File: src/rtl/tt_timer_two_map.vh
/*
 * Constants of the timer two control block: register addresses, field
 * positions, reset values and clock divide counts.
 * Assumes inclusion by bare name from the design files of this block only.
 */
`ifndef TT_TIMER_TWO_MAP_VH
`define TT_TIMER_TWO_MAP_VH

// Notes on behaviour
// [RULE_01] high overflow flag sets when the upper byte rolls 0xff to 0x00.
// [RULE_02] outside split mode the high flag sets when 0xffff wraps to 0x0000.
// [RULE_03] with the timer interrupt enabled, a set bit 7 requests an interrupt.
// [RULE_04] flags are never cleared by hardware; software writes zero to clear.
// [RULE_05] low overflow flag bit 6 sets on every low byte wrap, any mode.
// [RULE_06] bit 5 plus timer interrupt enable makes low overflows request too.
// [RULE_07] bit 4 one enables capture mode, zero disables it.
// [RULE_08] bit 3 zero: one 16-bit reload counter; one: two 8-bit counters.
// [RULE_09] run bit 2 at one lets the timer count, zero stops it.
// [RULE_10] in split mode run gates only the upper byte; lower byte always counts.
// [RULE_11] bit 1 is unused, reads zero, writes are ignored.
// [RULE_12] bit 0 zero picks system clock / 12, one picks synced external / 8.
// [RULE_13] in split mode the external select applies to both bytes.
// [RULE_14] per-byte selects choose system clock or the external-select source.
// [RULE_15] control register at 0xc8, bit-addressable, all bits reset to zero.
// [RULE_16] outside split mode a 16-bit overflow loads the 16-bit reload value.
// [RULE_17] in split mode each byte reloads from its own reload byte.
// [RULE_18] capture: each external/8 falling edge copies count to reload, sets high flag.
// [RULE_19] per-byte select one clocks that byte every system clock cycle.
// [RULE_20] a hardware set beats a software clear in the same cycle.

// ==========================================================
// register addresses
`define TT_ADDR_CTRL 8'hc8
`define TT_ADDR_RELOAD_LOW 8'hca
`define TT_ADDR_RELOAD_HIGH 8'hcb
`define TT_ADDR_COUNT_LOW 8'hcc
`define TT_ADDR_COUNT_HIGH 8'hcd

// ==========================================================
// control register fields
`define TT_BIT_HIGH_FLAG 7
`define TT_BIT_LOW_FLAG 6
`define TT_BIT_LOW_IRQ_EN 5
`define TT_BIT_CAPTURE_EN 4
`define TT_BIT_SPLIT 3
`define TT_BIT_RUN 2
`define TT_BIT_UNUSED 1
`define TT_BIT_EXT_SEL 0
`define TT_CTRL_WMASK 8'hfd

// ==========================================================
// reset values
`define TT_RST_CTRL 8'h00
`define TT_RST_BYTE 8'h00

// ==========================================================
// clock divide counts
`define TT_SYS_DIV 12
`define TT_EXT_DIV 8

`endif

File: src/rtl/tt_count_byte.v
/*
 * One 8-bit counter byte of timer two with software write and reload on wrap.
 * Assumes the caller decides when the byte increments and whether a wrap
 * reloads or rolls to zero.
 */
`timescale 1ns/1ns

module tt_count_byte (
   input wire clk_i,
   input wire sys_rst_i,
   input wire wr_i,
   input wire [7:0] wdata_i,
   input wire inc_i,
   input wire reload_i,
   input wire [7:0] reload_val_i,
   output reg [7:0] count_o,
   output wire at_max_o
);

`include "tt_timer_two_map.vh"

   assign at_max_o = (count_o == 8'hff);

   // ==========================================================
   // counter
   // software write wins over counting so a loaded value is not skipped
   always @(posedge clk_i or posedge sys_rst_i) begin
      if (sys_rst_i) begin
         count_o <= `TT_RST_BYTE;
      end else if (wr_i) begin
         count_o <= wdata_i;
      end else if (inc_i) begin
         if (at_max_o && reload_i) begin
            count_o <= reload_val_i; // RULE_17
         end else begin
            count_o <= count_o + 8'h01;
         end
      end
   end

endmodule

File: src/rtl/tt_timer_two.v
/*
 * Timer two: control register, 16-bit or split 8-bit auto-reload counter,
 * reload registers, clock source selection, capture mode and interrupt request.
 * Assumes a special function register bus on clk_i with one-cycle write and
 * read strobes, a bit-write port for the bit-addressable control register,
 * the per-byte clock selects from the clock control register as plain inputs,
 * and the global timer interrupt enable from the interrupt controller.
 */
`timescale 1ns/1ns

`include "tt_timer_two_map.vh"

module tt_timer_two #(
   parameter SYS_DIV = `TT_SYS_DIV,
   parameter EXT_DIV = `TT_EXT_DIV
) (
   input wire clk_i,
   input wire sys_rst_i,
   input wire [7:0] sfr_addr_i,
   input wire sfr_wr_i,
   input wire [7:0] sfr_wdata_i,
   input wire sfr_rd_i,
   output reg [7:0] sfr_rdata_o,
   input wire sfr_bit_wr_i,
   input wire [7:0] sfr_bit_addr_i,
   input wire sfr_bit_val_i,
   input wire high_byte_clock_select_i,
   input wire low_byte_clock_select_i,
   input wire ext_clk_i,
   input wire timer_irq_enable_i,
   output reg high_overflow_o,
   output reg low_overflow_o,
   output wire split_mode_select_o,
   output wire run_control_o,
   output wire capture_mode_enable_o,
   output wire external_clock_select_o,
   output wire irq_o
);

   // counter widths cover the default divides; a larger divide needs a wider count
   localparam DIV_W = 4;
   localparam EXT_W = 3;
   localparam integer SYS_LAST_I = SYS_DIV - 1;
   localparam integer EXT_LAST_I = EXT_DIV - 1;
   localparam [DIV_W-1:0] SYS_LAST = SYS_LAST_I[DIV_W-1:0];
   localparam [EXT_W-1:0] EXT_LAST = EXT_LAST_I[EXT_W-1:0];
   // byte constants held at their width so the slices below stay exact
   localparam [7:0] CTRL_ADDR = `TT_ADDR_CTRL;
   localparam [7:0] RST_CTRL = `TT_RST_CTRL;

   // ==========================================================
   // control register state
   reg high_overflow_flag;
   reg low_overflow_flag;
   reg low_byte_irq_enable;
   reg capture_mode_enable;
   reg split_mode_select;
   reg run_control;
   reg external_clock_select;
   reg [7:0] reload_low_byte;
   reg [7:0] reload_high_byte;
   wire [7:0] counter_low_byte;
   wire [7:0] counter_high_byte;
   wire [7:0] timer_two_control;

   assign timer_two_control = {high_overflow_flag, low_overflow_flag, low_byte_irq_enable,
      capture_mode_enable, split_mode_select, run_control, 1'b0, external_clock_select}; // RULE_11

   assign split_mode_select_o = split_mode_select;
   assign run_control_o = run_control;
   assign capture_mode_enable_o = capture_mode_enable;
   assign external_clock_select_o = external_clock_select;

   // ==========================================================
   // register access decode
   wire wr_ctrl = sfr_wr_i && (sfr_addr_i == `TT_ADDR_CTRL);
   wire wr_rl_low = sfr_wr_i && (sfr_addr_i == `TT_ADDR_RELOAD_LOW);
   wire wr_rl_high = sfr_wr_i && (sfr_addr_i == `TT_ADDR_RELOAD_HIGH);
   wire wr_cnt_low = sfr_wr_i && (sfr_addr_i == `TT_ADDR_COUNT_LOW);
   wire wr_cnt_high = sfr_wr_i && (sfr_addr_i == `TT_ADDR_COUNT_HIGH);
   // bit addresses of the control register are its byte address plus bit index
   // only the control register is bit-addressable here; other bit addresses are ignored
   wire bit_hit = sfr_bit_wr_i && (sfr_bit_addr_i[7:3] == CTRL_ADDR[7:3]); // RULE_15
   wire [2:0] bit_idx = sfr_bit_addr_i[2:0];

   // merged write value for the control register, byte write or single bit
   reg [7:0] ctrl_wval;
   reg ctrl_wen;
   always @* begin
      ctrl_wval = timer_two_control;
      ctrl_wen = 1'b0;
      if (wr_ctrl) begin
         ctrl_wval = sfr_wdata_i & `TT_CTRL_WMASK; // RULE_11
         ctrl_wen = 1'b1;
      end else if (bit_hit) begin
         ctrl_wval[bit_idx] = sfr_bit_val_i;
         ctrl_wen = 1'b1;
      end
   end

   // ==========================================================
   // external clock synchroniser and divide by eight
   reg ext_meta;
   reg ext_sync;
   reg ext_prev;
   reg [EXT_W-1:0] ext_cnt;
   wire ext_rise = ext_sync && !ext_prev;
   // the divided clock is the top count bit; it falls as the count wraps
   wire ext_tick = ext_rise && (ext_cnt == EXT_LAST); // RULE_12

   always @(posedge clk_i or posedge sys_rst_i) begin
      if (sys_rst_i) begin
         ext_meta <= 1'b0;
         ext_sync <= 1'b0;
         ext_prev <= 1'b0;
         ext_cnt <= {EXT_W{1'b0}};
      end else begin
         ext_meta <= ext_clk_i;
         ext_sync <= ext_meta;
         ext_prev <= ext_sync;
         if (ext_rise) begin
            ext_cnt <= ext_cnt + {{(EXT_W-1){1'b0}}, 1'b1};
         end
      end
   end

   // ==========================================================
   // system clock divide by twelve
   reg [DIV_W-1:0] sys_cnt;
   wire sys_tick = (sys_cnt == SYS_LAST);

   always @(posedge clk_i or posedge sys_rst_i) begin
      if (sys_rst_i) begin
         sys_cnt <= {DIV_W{1'b0}};
      end else if (sys_tick) begin
         sys_cnt <= {DIV_W{1'b0}};
      end else begin
         sys_cnt <= sys_cnt + {{(DIV_W-1){1'b0}}, 1'b1};
      end
   end

   // ==========================================================
   // clock source per byte
   // one external select serves both bytes; per-byte selects override to full rate
   // the external path lags its pin by the synchroniser and the edge detector
   wire slow_tick = external_clock_select ? ext_tick : sys_tick; // RULE_12 RULE_13
   wire low_tick = low_byte_clock_select_i ? 1'b1 : slow_tick; // RULE_14 RULE_19
   wire high_tick = high_byte_clock_select_i ? 1'b1 : slow_tick; // RULE_14 RULE_19

   // ==========================================================
   // counting arrangement
   wire low_at_max;
   wire high_at_max;
   reg low_inc;
   reg high_inc;
   reg low_reload;

   // 16-bit mode: low byte on the low-byte clock, high byte on its carry
   // split mode: two bytes on their own clocks, run gating only the upper one
   always @* begin
      if (split_mode_select) begin // RULE_08
         low_inc = low_tick; // RULE_10
         high_inc = run_control && high_tick; // RULE_10
         low_reload = 1'b1; // RULE_17
      end else begin
         low_inc = run_control && low_tick; // RULE_09
         high_inc = run_control && low_tick && low_at_max;
         low_reload = high_at_max; // RULE_16
      end
   end

   wire low_wrap = low_inc && low_at_max;
   wire high_wrap = high_inc && high_at_max; // RULE_01 RULE_02

   tt_count_byte u_low (
      .clk_i(clk_i),
      .sys_rst_i(sys_rst_i),
      .wr_i(wr_cnt_low),
      .wdata_i(sfr_wdata_i),
      .inc_i(low_inc),
      .reload_i(low_reload),
      .reload_val_i(reload_low_byte),
      .count_o(counter_low_byte),
      .at_max_o(low_at_max)
   );

   // the high byte reloads on every wrap: the full 16-bit wrap, or in split mode its own wrap
   tt_count_byte u_high (
      .clk_i(clk_i),
      .sys_rst_i(sys_rst_i),
      .wr_i(wr_cnt_high),
      .wdata_i(sfr_wdata_i),
      .inc_i(high_inc),
      .reload_i(1'b1),
      .reload_val_i(reload_high_byte),
      .count_o(counter_high_byte),
      .at_max_o(high_at_max)
   );

   // ==========================================================
   // capture event
   // capture samples the counter as it stands before this cycle's increment
   // meant for the 16-bit arrangement; in split mode it still copies both bytes
   wire capture_evt = capture_mode_enable && ext_tick; // RULE_07 RULE_18

   // ==========================================================
   // reload registers
   always @(posedge clk_i or posedge sys_rst_i) begin
      if (sys_rst_i) begin
         reload_low_byte <= `TT_RST_BYTE;
         reload_high_byte <= `TT_RST_BYTE;
      end else if (capture_evt) begin
         reload_low_byte <= counter_low_byte; // RULE_18
         reload_high_byte <= counter_high_byte; // RULE_18
      end else begin
         if (wr_rl_low) begin
            reload_low_byte <= sfr_wdata_i;
         end
         if (wr_rl_high) begin
            reload_high_byte <= sfr_wdata_i;
         end
      end
   end

   // ==========================================================
   // control register and flags
   wire high_set = high_wrap || capture_evt; // RULE_01 RULE_18
   wire low_set = low_wrap; // RULE_05

   // a clear landing with a set leaves the flag set, so no overflow is lost
   wire next_high_flag = high_set ? 1'b1 :
      (ctrl_wen ? ctrl_wval[`TT_BIT_HIGH_FLAG] : high_overflow_flag); // RULE_04 RULE_20
   wire next_low_flag = low_set ? 1'b1 :
      (ctrl_wen ? ctrl_wval[`TT_BIT_LOW_FLAG] : low_overflow_flag); // RULE_04 RULE_20

   // all bits clear on reset; flags only leave one by a software write
   always @(posedge clk_i or posedge sys_rst_i) begin
      if (sys_rst_i) begin
         high_overflow_flag <= RST_CTRL[`TT_BIT_HIGH_FLAG]; // RULE_15
         low_overflow_flag <= RST_CTRL[`TT_BIT_LOW_FLAG];
         low_byte_irq_enable <= RST_CTRL[`TT_BIT_LOW_IRQ_EN];
         capture_mode_enable <= RST_CTRL[`TT_BIT_CAPTURE_EN];
         split_mode_select <= RST_CTRL[`TT_BIT_SPLIT];
         run_control <= RST_CTRL[`TT_BIT_RUN];
         external_clock_select <= RST_CTRL[`TT_BIT_EXT_SEL];
      end else begin
         high_overflow_flag <= next_high_flag;
         low_overflow_flag <= next_low_flag;
         if (ctrl_wen) begin
            low_byte_irq_enable <= ctrl_wval[`TT_BIT_LOW_IRQ_EN];
            capture_mode_enable <= ctrl_wval[`TT_BIT_CAPTURE_EN]; // RULE_07
            split_mode_select <= ctrl_wval[`TT_BIT_SPLIT]; // RULE_08
            run_control <= ctrl_wval[`TT_BIT_RUN]; // RULE_09
            external_clock_select <= ctrl_wval[`TT_BIT_EXT_SEL]; // RULE_12
         end
      end
   end

   // ==========================================================
   // overflow strobes, one cycle after the wrap
   always @(posedge clk_i or posedge sys_rst_i) begin
      if (sys_rst_i) begin
         high_overflow_o <= 1'b0;
         low_overflow_o <= 1'b0;
      end else begin
         high_overflow_o <= high_wrap;
         low_overflow_o <= low_wrap;
      end
   end

   // ==========================================================
   // interrupt request
   // a level held while a serviced flag stays set; software clears the flag
   assign irq_o = timer_irq_enable_i && (high_overflow_flag || // RULE_03
      (low_byte_irq_enable && low_overflow_flag)); // RULE_06

   // ==========================================================
   // read data
   // registered one cycle after the read strobe; unmapped addresses read zero
   // the two count bytes are read one at a time, so a running count is not atomic
   // software wanting a stable 16-bit value stops the timer or reads high twice
   always @(posedge clk_i or posedge sys_rst_i) begin
      if (sys_rst_i) begin
         sfr_rdata_o <= 8'h00;
      end else if (sfr_rd_i) begin
         if (sfr_addr_i == `TT_ADDR_CTRL) begin
            sfr_rdata_o <= timer_two_control; // RULE_11
         end else if (sfr_addr_i == `TT_ADDR_RELOAD_LOW) begin
            sfr_rdata_o <= reload_low_byte;
         end else if (sfr_addr_i == `TT_ADDR_RELOAD_HIGH) begin
            sfr_rdata_o <= reload_high_byte;
         end else if (sfr_addr_i == `TT_ADDR_COUNT_LOW) begin
            sfr_rdata_o <= counter_low_byte;
         end else if (sfr_addr_i == `TT_ADDR_COUNT_HIGH) begin
            sfr_rdata_o <= counter_high_byte;
         end else begin
            sfr_rdata_o <= 8'h00;
         end
      end
   end

endmodule

File: config.mk
export PLATFORM = sky130hd
export DESIGN_NAME = tt_timer_two
export DESIGN_NICKNAME = d
export VERILOG_FILES = /design/src/rtl/tt_count_byte.v /design/src/rtl/tt_timer_two.v
export VERILOG_INCLUDE_DIRS = /design/src /design/src/rtl
export SDC_FILE = /design/constraint.sdc
export NUM_CORES = 1
export LEC_CHECK = 0
export BUFFER_PORTS_ARGS = -buffer_cell sky130_fd_sc_hd__buf_2
export CAP_MARGIN = 25
export CORE_ASPECT_RATIO = 0.75
export CORE_MARGIN = 2
export CORE_UTILIZATION = 35
export CTS_BUF_LIST = sky130_fd_sc_hd__clkbuf_4 sky130_fd_sc_hd__clkbuf_8
export CTS_CLUSTER_DIAMETER = 30
export DETAILED_ROUTE_END_ITERATION = 10
export GPL_ROUTABILITY_DRIVEN = 1
export PLACE_DENSITY_LB_ADDON = 0.15
export SYNTH_ARGS = -nofsm -noshare
export SYNTH_HDL_FRONTEND = slang
export SYNTH_HIERARCHICAL = 1
export SYNTH_SLANG_ARGS = --single-unit
export TNS_END_PERCENT = 100
File: constraint.sdc
create_clock -name clk_i -period 1.95 [get_ports clk_i]
set_input_delay 0.195 -clock clk_i [delete_from_list [all_inputs] [get_ports clk_i]]
set_output_delay 0.195 -clock clk_i [all_outputs]
set_load 0.005 [all_outputs]
==> summary.txt <==
Finish
  • Ant. Diodes: 0
  • Fin area: between 0.004 and 0.005 sq mm
  • Share of layout cells above drive strength 1: 30.1%
  • Layout area overhead: 27.9%
  • Final nets: ~510

CTS
  • TritonCTS Buffers: 9
  • Clock Latency Late Sink: 0.34 ns
  • Clk sinks: 59
  • Reg clk slew, reported paths: 0.07 ns
  • Clk buf depth: 2
  • Htree depth: 3
  • Root buf cell: clkbuf_8
  • TritonCTS clock tree: done

Setup path
  • Crit path kind: register to register
  • R2R depth: 10
  • Critical Path RT: 2.18 ns
  • Reg2reg end: u_high/count_o[5]$_DFFE_PP0P_
  • Worst Path Max Fanout: 5
  • CP Capture Point: u_high/count_o[5]$_DFFE_PP0P_
  • WP data arrival: 2.21 ns
  • CP Capture Type: register
  • CP Launch Point: u_low/count_o[0]$_DFFE_PP0P_
  • Startpoint Class: register
  • RR Startpoint: u_low/count_o[0]$_DFFE_PP0P_
  • Reg-to-reg setup timing slack: -0.03 ns

Global routing
  • First-pass GRT wire length: 16.8 mm
  • GRT Residual Overflow: 0
  • Initial antenna violation count: 0
  • Vias in the first global route: 3,047
  • Total Routing Usage GR: 20.1%
  • Pin count of the biggest net entering global routing: 44

Logic synthesis
  • Synth Register Bits: between 50 and 60
  • Netlist cell types: 53
  • Predominant post-synthesis flop cell: dfrtp_1
  • Async SR Flop Fraction: 100%
  • Post-synth top area cell: dfrtp_1
  • Synth area leaders: dfrtp_1, mux2i_1, a21oi_1
  • Synthesis Warnings: 6
  • Gate Count Post-Synth: 386
  • Post-synth top area share: roughly two fifths
  • Seq/Total Area, Yosys: between 40% and 50%
  • Number of synthesized flops with an enable pin: 0
  • Cell Area, Synth: 0.00358 sq mm
  • Syn Area/Cell: about 9.3 sq um

STA
  • Setup TNS: -0.0509 ns
  • Final Max Tran Viols: 0
  • FMAX: between 500 and 600 MHz
  • Min Clock Period, post-route: 1.98 ns
  • RSZ-0062 raised after global routing: true
  • Final period util: 102%
  • Skew final: 0.00535 ns
  • Final Hold Fails: 0
  • Setup ws final: -0.0346 ns
  • Slew HR: 61.3%
  • Final setup vio count: 4
  • Worst Tran Pin Value: 0.581 ns

Route
  • Drt drc: 0
  • Initial DRC count: 204
  • Final WL: 10.9 mm
  • Vias after detailed routing: 3,197
  • Drt via density: 5.27
  • Initial DRT Pass Iterations: 4
  • Post-route ant nets: 0
  • Avg WL per Cell: 17.9 um

Floorplan
  • Die H: 91.6 um
  • Die area: 0.0111 sq mm
  • Die width: 121 um
  • Initial Utilization: 36.5%
  • Number of top-level pins: roughly 50
  • FP Rows: 31
  • Core area: 0.00981 sq mm

Run status
  • Status: complete, but fails checks
  • Failing checks: setup timing

Placement
  • Hpwl dp: 7.88 mm
  • Placed Area: 0.00415 sq mm
  • Port Buffers: 48
  • Place WS: -0.0225 ns
  • Placer Congestion: 0.840

Worst hold path
  • Min-Delay Path Class: primary input to register

Pwr
  • Total power: 0.00415 W
  • VDD IR-drop max: between 0.0004 and 0.0005 V
  • P per Cell Area: about 900 mW/mm^2
  • Pleak: 2.14 nW

Job
  • Maxcap violations: 0
area by class of cell:
type	count	area (sq um)
Inverter	16	60.1
Fill cell	948	5230
Sequential cell	59	1480
Multi-Input combinational cell	294	2070
Clock buffer	11	145
Tap cell	132	165
Timing Repair Buffer	90	568
Clock inverter	5	100
per-stage QoR:
stage	hold slack [ns]	cells	util (%)
CTS	0.154	601	45.2
floorplan	0.0105	388	-
detailed placement	0.213	582	42.3
global route	0.159	607	46.7
global placement	0.213	582	42.3
finish	0.161	607	46.7
how the worst min path moves through the flow:
stage,start,end,depth (start not counted)
finish,sfr_wdata_i[1],u_high/count_o[1]$_DFFE_PP0P_,3
CTS,sfr_wdata_i[1],u_low/count_o[1]$_DFFE_PP0P_,3
global route,sfr_rd_i,sfr_rdata_o[6]$_DFFE_PP0P_,2
global placement,sys_rst_i,u_high/count_o[1]$_DFFE_PP0P_,2
detailed placement,sys_rst_i,u_low/count_o[5]$_DFFE_PP0P_,2
floorplan,sys_rst_i,u_high/count_o[0]$_DFFE_PP0P_,1
what timing repair did:
action | in CTS | in global routing
endpoints found under the hold margin | 17 | 0
resized for setup | 1 | 30
pin swaps | 1 | 7
cloned | 0 | 1
hold buffers | 2 | 0
setup endpoints to repair | 7 | 15
setup buffers | 1 | 5
Yosys cell counts, types with 5 or more instances:
| cell | instances |
|---|---|
| nor2b_1 | 9 |
| o31ai_1 | 6 |
| mux2i_1 | 39 |
| nor3_1 | 12 |
| nand3_1 | 9 |
| nor3b_1 | 10 |
| dfrtp_1 | 59 |
| o21ai_0 | 20 |
| nor2_1 | 35 |
| xnor2_1 | 5 |
| buf_2 | 5 |
| nand2b_1 | 5 |
| nand2_1 | 20 |
| ha_1 | 5 |
| inv_1 | 16 |
| o22ai_1 | 8 |
| a21oi_1 | 44 |
| clkbuf_1 | 10 |
layer usage:
layer / GRT usage (%) / vias up / wire length, um
li1: - / 1567 / -
met1: 30.5 / 1510 / 5360
met2: 27.9 / 108 / 4630
met3: 5.22 / 12 / 736
met4: 5.52 / 0 / 143
met5: 0 / - / 0
kinds of logic (layout without fill, tap and decap cells):
| kind of cell | Yosys count | in the layout | synth area share, % |
|---|---|---|---|
| AOI/OAI and AO/OA | 99 | 99 | 16.5 |
| buffers and inverters | 35 | 122 | 4.29 |
| muxes | 43 | 43 | 12.1 |
| DFF | 59 | 59 | 41.2 |
| and+or+nand+nor | 136 | 136 | 22.1 |
| adders and majority gates | 5 | 5 | 1.75 |
| xor gates and xnor gates | 8 | 8 | 1.95 |
| other | 1 | 3 | 0.105 |
flip-flops by register name (all words and copies together) (netlist names), 3 cells and up:
register          count
sfr_rdata_o           8
reload_low_byte       8
sys_cnt               4
ext_cnt               3
u_low/count_o         8
u_high/count_o        8
reload_high_byte      8
cell usage in the layout (no fill, tap or decap), drive strengths merged, types with 10 or more instances in the layout:
| cell | Yosys | routed |
|---|---|---|
| a21oi | 44 | 44 |
| inv | 16 | 16 |
| nor3 | 12 | 12 |
| nor3b | 10 | 10 |
| o21ai | 22 | 22 |
| nor2 | 35 | 35 |
| clkbuf | 11 | 11 |
| mux2i | 39 | 39 |
| dfrtp | 59 | 59 |
| nand2 | 20 | 20 |
| buf | 8 | 88 |
worst max-delay path, cell delays in order, from the launching register on:
cell and delay (ns):
dfrtp_1 0.38, ha_2 0.19, and3_4 0.18, and3_4 0.19, o21ai_2 0.05, a31oi_1 0.22, buf_4 0.20, buf_6 0.13
nor3b_2 0.05, a21oi_2 0.18, o31ai_4 0.09
where the power goes:
| group | leakage (nW) | total (W) | switching [W] | internal (W) |
|---|---|---|---|---|
| Combinational | 1.30 | 0.00111 | 0.000580 | 0.000531 |
| Clock | 0.127 | 0.00141 | 0.000513 | 0.000894 |
| Sequential | 0.709 | 0.00163 | 0.000184 | 0.00144 |
| Total | 2.14 | 0.00415 | 0.00128 | 0.00287 |
Power figures use the tool's default switching activity.
